### src/hw/shc_pkg.sv
/*
 * Shared constants for the serial host control port: frame layout,
 * device register map, host controller register map and timing.
 * Assumes a single 25 MHz system clock on both ends.
 */
package shc_pkg;
    // ********************************
    // Frame layout
    // ********************************
    localparam int FRAME_CLKS = 16;
    localparam int ADDR_W = 6;
    localparam int DATA_W = 8;
    localparam int RW_POS = 0;
    localparam int ADDR_LSB_POS = 1;
    localparam int DUMMY_POS = 7;
    localparam int DATA_LSB_POS = 8;
    localparam int FIRST_READ_FALL = 8;
    localparam int LAST_READ_FALL = 15;
    localparam int FIRST_READ_RISE = 9;
    localparam logic RW_READ = 1'b1;

    // ********************************
    // Timing
    // ********************************
    localparam int CLK_MHZ = 25;
    localparam int RESET_MIN_NS = 10_000;
    localparam int RESET_MIN_CYC = (RESET_MIN_NS * CLK_MHZ + 999) / 1000;
    localparam int RESET_PULSE_CYC = RESET_MIN_CYC + 4;
    localparam int SCLK_HALF_CYC = 4;

    // ********************************
    // Device registers
    // ********************************
    localparam logic [5:0] REG_LOOP_CTRL = 6'h00;
    localparam logic [5:0] REG_ALARM_STATUS = 6'h01;
    localparam logic [7:0] REG_RESET_VAL = 8'h00;
    localparam int LC_SERIAL_REMOTE = 0;
    localparam int LC_PARALLEL_REMOTE = 1;
    localparam int LC_DIGITAL_LOCAL = 2;
    localparam int LC_DEJITTER = 3;
    localparam int LC_DIRECT = 4;
    localparam int LC_DIV32 = 5;

    // ********************************
    // Datapath select codes
    // ********************************
    localparam logic [1:0] TXSRC_NORMAL = 2'h0;
    localparam logic [1:0] TXSRC_RX_SERIAL = 2'h1;
    localparam logic [1:0] TXSRC_RECOVERED_PAR = 2'h2;
    localparam logic [1:0] REF_EXTERNAL = 2'h0;
    localparam logic [1:0] REF_REC_DIV16 = 2'h1;
    localparam logic [1:0] REF_REC_DIV32 = 2'h2;

    // ********************************
    // Host controller registers (byte addresses)
    // ********************************
    localparam logic [3:0] AV_CMD = 4'h0;
    localparam logic [3:0] AV_STATUS = 4'h4;
    localparam logic [3:0] AV_RESET = 4'h8;
    localparam int CMD_WDATA_LSB = 0;
    localparam int CMD_ADDR_LSB = 8;
    localparam int CMD_READ_BIT = 16;
    localparam int ST_BUSY = 0;
    localparam int ST_INT = 1;
    localparam int ST_RDATA_LSB = 8;
endpackage

### src/hw/shc_if.sv
/*
 * Pins between the serial controller (host) and the transceiver control
 * port (dev). Resolves the open-drain interrupt line with a pull-up.
 */
`timescale 1ns/1ps
interface shc_if;
    logic chip_sel_n;
    logic ser_clk;
    logic serial_write;
    logic serial_read;
    logic master_reset_n;
    logic int_oe;
    logic int_n;

    // External pull-up: line is low only while the device drives it
    assign int_n = ~int_oe;

    modport dev (
        input chip_sel_n,
        input ser_clk,
        input serial_write,
        input master_reset_n,
        output serial_read,
        output int_oe
    );

    modport host (
        output chip_sel_n,
        output ser_clk,
        output serial_write,
        output master_reset_n,
        input serial_read,
        input int_n
    );
endinterface

### src/hw/shc_device.sv
/*
 * Transceiver control port: serial register access, alarm interrupt,
 * master reset filter and loopback / loop-timing selection.
 * Assumes serial pins are synchronous to clk_in and the serial clock
 * half period is at least two clk_in cycles.
 */
// The implementer's own choices: the placing of the registers and register access over Avalon-MM.
`timescale 1ns/1ps
module shc_device
    import shc_pkg::*;
(
    // Clock and reset
    input wire logic clk_in,
    input wire logic rst_in,
    // Serial control pins
    shc_if.dev port,
    // Mode and level control pins
    input wire logic host_or_pin_mode_select_in,
    input wire logic serial_remote_loop_en_in,
    input wire logic parallel_remote_loop_en_in,
    input wire logic digital_local_loop_en_in,
    input wire logic loop_timing_dejitter_en_in,
    input wire logic loop_timing_direct_en_in,
    input wire logic loop_timing_div32_in,
    // Alarm status from the datapath
    input wire logic [DATA_W-1:0] alarm_status_in,
    // Datapath selects
    output logic [1:0] tx_serial_src_out,
    output logic tx_par_ignore_out,
    output logic rx_par_from_tx_out,
    output logic rx_serial_ignore_out,
    output logic dejitter_ref_recovered_out,
    output logic [1:0] cmu_ref_sel_out
);
    // ********************************
    // Register storage
    // ********************************
    logic [DATA_W-1:0] regs [0:(1<<ADDR_W)-1];
    logic [DATA_W-1:0] alarm_prev;
    logic [15:0] frame;
    logic [4:0] rise_cnt;
    logic [DATA_W-1:0] rd_shift;
    logic sclk_prev;
    logic [8:0] mrst_cnt;
    logic soft_reset;
    logic host_mode;
    logic frame_on;
    logic sclk_rise;
    logic sclk_fall;
    logic do_write;
    logic status_read;
    logic alarm_change;
    logic [5:0] ctrl;
    logic [DATA_W-1:0] rd_value;

    function automatic logic [DATA_W-1:0] reg_value(input logic [ADDR_W-1:0] a,
                                                    input logic [DATA_W-1:0] stored,
                                                    input logic [DATA_W-1:0] alarms);
        reg_value = (a == REG_ALARM_STATUS) ? alarms : stored;
    endfunction

    // ********************************
    // Mode and frame qualification
    // ********************************
    assign host_mode = host_or_pin_mode_select_in;
    assign frame_on = host_mode && !port.chip_sel_n;
    assign sclk_rise = frame_on && port.ser_clk && !sclk_prev;
    assign sclk_fall = frame_on && !port.ser_clk && sclk_prev;
    // Write commits on the sixteenth rise; extra clocks are ignored
    assign do_write = sclk_rise && (rise_cnt == 5'(FRAME_CLKS - 1)) && (frame[RW_POS] != RW_READ);
    assign status_read = sclk_fall && (rise_cnt == 5'(FIRST_READ_FALL)) && (frame[RW_POS] == RW_READ)
        && (frame[ADDR_LSB_POS +: ADDR_W] == REG_ALARM_STATUS);
    assign alarm_change = |(alarm_status_in ^ alarm_prev);

    always_ff @(posedge clk_in or posedge rst_in) begin
        if (rst_in) begin
            sclk_prev <= 1'b0;
        end else begin
            sclk_prev <= port.ser_clk;
        end
    end

    // ********************************
    // Master reset filter
    // ********************************
    // Short glitches on the reset pin never disturb the registers
    always_ff @(posedge clk_in or posedge rst_in) begin
        if (rst_in) begin
            mrst_cnt <= 9'h000;
        end else if (port.master_reset_n) begin
            mrst_cnt <= 9'h000;
        end else if (mrst_cnt <= 9'(RESET_MIN_CYC)) begin
            mrst_cnt <= mrst_cnt + 9'h001;
        end
    end
    assign soft_reset = (mrst_cnt > 9'(RESET_MIN_CYC));

    // ********************************
    // Serial frame capture
    // ********************************
    always_ff @(posedge clk_in or posedge rst_in) begin
        if (rst_in) begin
            rise_cnt <= 5'h00;
        end else if (!frame_on) begin
            rise_cnt <= 5'h00;
        end else if (sclk_rise && rise_cnt != 5'(FRAME_CLKS + 1)) begin
            rise_cnt <= rise_cnt + 5'h01;
        end
    end

    // Bit k of frame holds the bit taken on rise k+1
    always_ff @(posedge clk_in or posedge rst_in) begin
        if (rst_in) begin
            frame <= 16'h0000;
        end else if (sclk_rise && rise_cnt < 5'(FRAME_CLKS)) begin
            frame[rise_cnt[3:0]] <= port.serial_write;
        end
    end

    // ********************************
    // Register file
    // ********************************
    always_ff @(posedge clk_in or posedge rst_in) begin
        if (rst_in) begin
            for (int i = 0; i < (1 << ADDR_W); i++) begin
                regs[i] <= REG_RESET_VAL;
            end
        end else if (soft_reset) begin
            for (int i = 0; i < (1 << ADDR_W); i++) begin
                regs[i] <= REG_RESET_VAL;
            end
        end else if (do_write && frame[ADDR_LSB_POS +: ADDR_W] != REG_ALARM_STATUS) begin
            // Dummy bit at position 7 is never looked at
            regs[frame[ADDR_LSB_POS +: ADDR_W]] <= {port.serial_write, frame[DATA_LSB_POS +: DATA_W-1]};
        end
    end

    // ********************************
    // Read data output
    // ********************************
    // Alarm bits come live from the datapath, never from storage
    assign rd_value = reg_value(frame[ADDR_LSB_POS +: ADDR_W], regs[frame[ADDR_LSB_POS +: ADDR_W]],
        alarm_status_in);

    always_ff @(posedge clk_in or posedge rst_in) begin
        if (rst_in) begin
            rd_shift <= 8'h00;
            port.serial_read <= 1'b0;
        end else if (sclk_fall && frame[RW_POS] == RW_READ) begin
            if (rise_cnt == 5'(FIRST_READ_FALL)) begin
                rd_shift <= rd_value >> 1;
                port.serial_read <= rd_value[0];
            end else if (rise_cnt > 5'(FIRST_READ_FALL) && rise_cnt <= 5'(LAST_READ_FALL)) begin
                rd_shift <= rd_shift >> 1;
                port.serial_read <= rd_shift[0];
            end
        end
    end

    // ********************************
    // Alarm interrupt
    // ********************************
    always_ff @(posedge clk_in or posedge rst_in) begin
        if (rst_in) begin
            alarm_prev <= 8'h00;
        end else begin
            alarm_prev <= alarm_status_in;
        end
    end

    // A change in the same cycle as the status read keeps the line low
    always_ff @(posedge clk_in or posedge rst_in) begin
        if (rst_in) begin
            port.int_oe <= 1'b0;
        end else if (!host_mode || soft_reset) begin
            port.int_oe <= 1'b0;
        end else if (alarm_change) begin
            port.int_oe <= 1'b1;
        end else if (status_read) begin
            port.int_oe <= 1'b0;
        end
    end

    // ********************************
    // Loopback and loop-timing selection
    // ********************************
    always_comb begin
        if (host_mode) begin
            ctrl = regs[REG_LOOP_CTRL][5:0];
        end else begin
            ctrl = {loop_timing_div32_in, loop_timing_direct_en_in, loop_timing_dejitter_en_in,
                digital_local_loop_en_in, parallel_remote_loop_en_in, serial_remote_loop_en_in};
        end
    end

    // Serial remote wins if the controller breaks the exclusion with parallel remote
    always_ff @(posedge clk_in or posedge rst_in) begin
        if (rst_in) begin
            tx_serial_src_out <= TXSRC_NORMAL;
            tx_par_ignore_out <= 1'b0;
        end else begin
            if (ctrl[LC_SERIAL_REMOTE]) begin
                tx_serial_src_out <= TXSRC_RX_SERIAL;
            end else if (ctrl[LC_PARALLEL_REMOTE]) begin
                tx_serial_src_out <= TXSRC_RECOVERED_PAR;
            end else begin
                tx_serial_src_out <= TXSRC_NORMAL;
            end
            tx_par_ignore_out <= ctrl[LC_SERIAL_REMOTE] | ctrl[LC_PARALLEL_REMOTE];
        end
    end

    // Dual loop: serial input still feeds the serial remote loop while local loop runs
    always_ff @(posedge clk_in or posedge rst_in) begin
        if (rst_in) begin
            rx_par_from_tx_out <= 1'b0;
            rx_serial_ignore_out <= 1'b0;
        end else begin
            rx_par_from_tx_out <= ctrl[LC_DIGITAL_LOCAL];
            rx_serial_ignore_out <= ctrl[LC_DIGITAL_LOCAL] & ~ctrl[LC_SERIAL_REMOTE];
        end
    end

    always_ff @(posedge clk_in or posedge rst_in) begin
        if (rst_in) begin
            dejitter_ref_recovered_out <= 1'b0;
            cmu_ref_sel_out <= REF_EXTERNAL;
        end else begin
            dejitter_ref_recovered_out <= ctrl[LC_DEJITTER];
            if (ctrl[LC_DIRECT]) begin
                cmu_ref_sel_out <= ctrl[LC_DIV32] ? REF_REC_DIV32 : REF_REC_DIV16;
            end else begin
                cmu_ref_sel_out <= REF_EXTERNAL;
            end
        end
    end
endmodule

### src/flat_wrapper.sv
// flat-port wrapper written by rule: the top's interface ports become plain ports
module shc_device_flat import shc_pkg::*;
  (clk_in, rst_in, host_or_pin_mode_select_in, serial_remote_loop_en_in, parallel_remote_loop_en_in, digital_local_loop_en_in, loop_timing_dejitter_en_in, loop_timing_direct_en_in, loop_timing_div32_in, alarm_status_in, tx_serial_src_out, tx_par_ignore_out, rx_par_from_tx_out, rx_serial_ignore_out, dejitter_ref_recovered_out, cmu_ref_sel_out, port_chip_sel_n, port_ser_clk, port_serial_write, port_master_reset_n, port_serial_read, port_int_oe);
  shc_if port_i ();
  input wire logic clk_in;
  input wire logic rst_in;
  input wire logic host_or_pin_mode_select_in;
  input wire logic serial_remote_loop_en_in;
  input wire logic parallel_remote_loop_en_in;
  input wire logic digital_local_loop_en_in;
  input wire logic loop_timing_dejitter_en_in;
  input wire logic loop_timing_direct_en_in;
  input wire logic loop_timing_div32_in;
  input wire logic [DATA_W-1:0] alarm_status_in;
  output logic [1:0] tx_serial_src_out;
  output logic tx_par_ignore_out;
  output logic rx_par_from_tx_out;
  output logic rx_serial_ignore_out;
  output logic dejitter_ref_recovered_out;
  output logic [1:0] cmu_ref_sel_out;
  input wire logic [$bits(port_i.chip_sel_n)-1:0] port_chip_sel_n;
  input wire logic [$bits(port_i.ser_clk)-1:0] port_ser_clk;
  input wire logic [$bits(port_i.serial_write)-1:0] port_serial_write;
  input wire logic [$bits(port_i.master_reset_n)-1:0] port_master_reset_n;
  output wire logic [$bits(port_i.serial_read)-1:0] port_serial_read;
  output wire logic [$bits(port_i.int_oe)-1:0] port_int_oe;
  assign port_i.chip_sel_n = port_chip_sel_n;
  assign port_i.ser_clk = port_ser_clk;
  assign port_i.serial_write = port_serial_write;
  assign port_i.master_reset_n = port_master_reset_n;
  assign port_serial_read = port_i.serial_read;
  assign port_int_oe = port_i.int_oe;
  shc_device u_core (.clk_in(clk_in), .rst_in(rst_in), .port(port_i), .host_or_pin_mode_select_in(host_or_pin_mode_select_in), .serial_remote_loop_en_in(serial_remote_loop_en_in), .parallel_remote_loop_en_in(parallel_remote_loop_en_in), .digital_local_loop_en_in(digital_local_loop_en_in), .loop_timing_dejitter_en_in(loop_timing_dejitter_en_in), .loop_timing_direct_en_in(loop_timing_direct_en_in), .loop_timing_div32_in(loop_timing_div32_in), .alarm_status_in(alarm_status_in), .tx_serial_src_out(tx_serial_src_out), .tx_par_ignore_out(tx_par_ignore_out), .rx_par_from_tx_out(rx_par_from_tx_out), .rx_serial_ignore_out(rx_serial_ignore_out), .dejitter_ref_recovered_out(dejitter_ref_recovered_out), .cmu_ref_sel_out(cmu_ref_sel_out));
endmodule
### config.mk
export PLATFORM = sky130hd
export DESIGN_NAME = shc_device_flat
export DESIGN_NICKNAME = d
export VERILOG_FILES = /design/src/hw/shc_pkg.sv /design/src/hw/shc_if.sv /design/src/hw/shc_device.sv /design/src/flat_wrapper.sv
export SDC_FILE = /design/constraint.sdc
export NUM_CORES = 1
export LEC_CHECK = 0
export BUFFER_PORTS_ARGS = -buffer_cell sky130_fd_sc_hd__buf_2
export CORE_MARGIN = 8
export CORE_UTILIZATION = 53
export DETAILED_ROUTE_END_ITERATION = 12
export MAX_ROUTING_LAYER = met4
export PLACE_DENSITY = 0.66
export SETUP_SLACK_MARGIN = 0.5
export SYNTH_ARGS = -nofsm -noshare
export SYNTH_HDL_FRONTEND = slang
export SYNTH_SLANG_ARGS = --single-unit
### constraint.sdc
create_clock -name clk_in -period 22.9 [get_ports clk_in]
set_clock_uncertainty 0.05 [all_clocks]
set_input_delay 4.58 -clock clk_in [delete_from_list [all_inputs] [get_ports clk_in]]
set_output_delay 4.58 -clock clk_in [all_outputs]
set_load 0.1 [all_outputs]
==> impl_metrics.ini <==
[status]
status = finished, final reports clean

[global_routing]
grt_max_degree = 167
grtUsageTotal_pct = 31.3
antenna_found_initial = 1
gr-total-overflow = 0
grt_pass1_vias = 23900
grt_pass1_wl_um = 144000

[clocking]
ctsResizeCount = 0
clkLatencyLatePin_ns = 0.63
cts_root_buffer = clkbuf_16
cts_setup_buffers = 0
cts_max_level = 2
clock_path_buffers = 3
cts_tree = yes
clock-sinks = 566
ctsHoldBuffers = 0
clkTransAtPathRegs_ns = 0.06
cts_buffers = 59

[routing]
ant_nets = 0
drt-initial-drc-count = 3365
avgViaCountPerCell = 6.72
drc = 0
first_pass_iters = 5
vias = 24400
wirelength_um = 93200
wl_per_cell_um = 25.7

[yosys]
yosysMostFrequentCell = nand2_1
ys_seq_area_share_pct = 50.7
synth_top_cell_by_area = dfrtp_1
syn_inst = 3039
yosysUniqueCellTypes = 68
ys_warn_count = 0
synth-seq-cells = 566
synth_area_leaders = dfrtp_1, nand3_1, a21oi_1
syn-num-nets = 3067
synth.avg_cell_area_um2 = 9.19
ys_async_sr_fraction_pct = 100
synth_top_area_share_pct = 50.7
synth_edf_count = 0
ys_top_cells_by_count = nand2_1, dfrtp_1, nand3_1, a21oi_1, clkbuf_1
synthFlopType = dfrtp_1
synth.cell_area_um2 = 27900

[floorplanning]
io_pins = 31
dieArea_um2 = 60300
core_area_um2 = 52300
die_w_um = 246
row_count = 84
die_h_um = 246
start_util_pct = 53.3

[critical_path]
cp_num_buf_inv = 3
crit_start = host_or_pin_mode_select_in
path_cells = buf_2 -> nand4bb_4 -> or3b_1 -> buf_4 -> nor2_4 -> buf_4 -> nand2_1 -> nand2_1 -> a21oi_1
required_ns = 23.31
slowest_stage = nor2_4
cp_top_family = simple AND/OR/NAND/NOR gates
worstReg2RegStart = u_core.frame[2]$_DFFE_PP0P_
crit_path_end_kind = flip-flop
setup.worst_path.class = primary input to flip-flop
worstPathArrival_ns = 7.32
crit_fanout = 40
startpoint_type = primary input
cp_slowest_stage_delay_ns = 0.61

[finish]
instances_no_fill = 3626
drive_gt1_share_pct = 11.3
final_util_pct = 57.7
area_growth_syn_to_layout_pct = 8.16
n_fill_cell = 4499
num-nets-final = 2924

[timing]
fmax_ghz = 0.145
min_period_ns = 6.91
finalCritPeriodShare_pct = 30.2
finalHoldViolations = 0
rsz0062_at_grt = false
fin_setup_tns_ns = 0
relSlewSlack_pct = 15.1
slew_violations = 0
setup_viol = 0
tightest_slew_ns = 1.27
hold-worst-slack_ns = 0.450

[power_and_ir_drop]
p_clk_share_pct = 46.3
p_leak_uw = 0.0124
pwr-share-seq_pct = 48.7
p_int_uw = 1580
p_total_uw = 2060
p_sw_share_pct = 23.6
pwr-share-comb_pct = 5.0
ir_worst_vdd_uv = 57.6
p_sw_uw = 487
powerDensity_nw_per_um2 = 68.4

[place]
gp_congestion = 0.907
placed_cells = 3523
hpwl_um = 53200
port_buffers = 30

[worst_hold_path]
hold_start = u_core.regs[503]$_DFFE_PP0P_
min_path_type = flip-flop to flip-flop

[run]
drv_cap = 0
-- flip-flops by register name, indices dropped and copies added (netlist names) --
signal                             flops
u_core.sclk_prev                       1
u_core.rd_shift                        7
u_core.alarm_prev                      8
u_core.rise_cnt                        5
u_core.tx_serial_src_out               2
u_core.mrst_cnt                        9
u_core.rx_par_from_tx_out              1
u_core.port.int_oe                     1
u_core.rx_serial_ignore_out            1
u_core.port.serial_read                1
u_core.tx_par_ignore_out               1
u_core.cmu_ref_sel_out                 2
u_core.frame                          14
u_core.regs                          512
u_core.dejitter_ref_recovered_out      1
-- metal layers --
layer	vias to the layer above	GRT usage, %	wire length [um]
met5	-	-	0
met4	0	13.7	4100
met3	275	6.93	9970
met2	1437	46.5	42300
met1	12200	41.1	36800
li1	10500	-	-
-- layout make-up --
cell class,count,area [um^2],area share (%)
Multi-Input combinational cell,2161,12500,41.5
Timing Repair Buffer,97,678,2.25
Tap cell,688,861,2.85
Clock buffer,97,1800,5.97
Sequential cell,566,14200,47.0
Antenna cell,1,2.50,0.00829
Inverter,11,48.8,0.162
Clock inverter,5,77.6,0.257
-- worst paths after layout --
kind                                                     end  slack, ns  cells after the start
worst max-delay path            u_core.regs[332]$_DFFE_PP0P_      15.99                      9
worst min-delay path            u_core.regs[503]$_DFFE_PP0P_       0.45                      1
worst max register to register  u_core.regs[461]$_DFFE_PP0P_      18.24                      7
worst min register to register  u_core.regs[503]$_DFFE_PP0P_       0.45                      1
max in group asynchronous        u_core.frame[1]$_DFFE_PP0P_      16.18                      4
min in group asynchronous       u_core.regs[455]$_DFFE_PP0P_       4.12                      2
-- per-stage QoR --
| stage | setup slack, ns | instance area, um^2 |
|---|---|---|
| after floorplan | 2.44 | 27900 |
| after global placement | 15.43 | 28300 |
| after detailed placement | 15.36 | 28300 |
| after CTS | 16.01 | 30200 |
| after global routing | 15.70 | 30200 |
| final | 15.99 | 30200 |
-- worst register-to-register path, cell delays in order (launching register included) --
cell and delay (ns):
dfrtp_4 0.70, buf_4 0.60, buf_4 0.74, and3b_2 0.85, buf_4 0.65, and2_1 0.60, mux2i_1 0.26, nor2_1 0.06
-- kinds of logic after synthesis --
logic type | count (synthesis) | synth area share, %
flip-flops | 566 | 50.7
AND/OR/NAND/NOR | 1258 | 20.3
multiplexers | 174 | 8.78
AO/OA/AOI/OAI | 708 | 14.7
adder cells (fa/ha/maj) | 7 | 0.314
buffers and inverters | 312 | 4.71
XOR/XNOR | 14 | 0.439
-- power by group through the flow --
| stage | registers, uW | logic (uW) | clock network, uW |
|---|---|---|---|
| finish | 1010 | 102 | 956 |
| global route | 1010 | 109 | 999 |
| CTS | 1010 | 102 | 960 |
| detailed placement | 1020 | 102 | 0 |
| global placement | 1020 | 100 | 0 |
| floorplan | 1030 | 60.4 | 0 |
-- cells in the final DEF, fill, tap and decap left out, types with 4 or more instances in the layout --
cell type / netlist / routed
dfrtp_4: 0 / 4
nor2_1: 70 / 69
a32oi_1: 6 / 6
a31oi_1: 11 / 11
clkbuf_1: 205 / 22
clkbuf_16: 0 / 61
o21ai_0: 26 / 26
nand4_1: 12 / 12
nand2_1: 589 / 589
nand3_1: 503 / 503
a221oi_1: 57 / 57
mux2_2: 58 / 58
and2_1: 17 / 17
xor2_1: 13 / 13
or3_1: 4 / 4
buf_2: 59 / 30
clkbuf_8: 0 / 14
dfrtp_2: 0 / 6
buf_4: 7 / 65
a22o_1: 10 / 10
and3_1: 8 / 7
dfrtp_1: 566 / 556
nor2_4: 0 / 6
o2bb2ai_1: 9 / 9
nor3_4: 1 / 4
a22oi_1: 38 / 38
a221o_1: 4 / 4
o22ai_1: 24 / 24
mux4_2: 51 / 51
mux2i_1: 65 / 65
a21oi_1: 496 / 496
nor2b_1: 12 / 7
inv_1: 9 / 7
ha_1: 7 / 7
No activity file was read; power rests on OpenSTA's default activity.
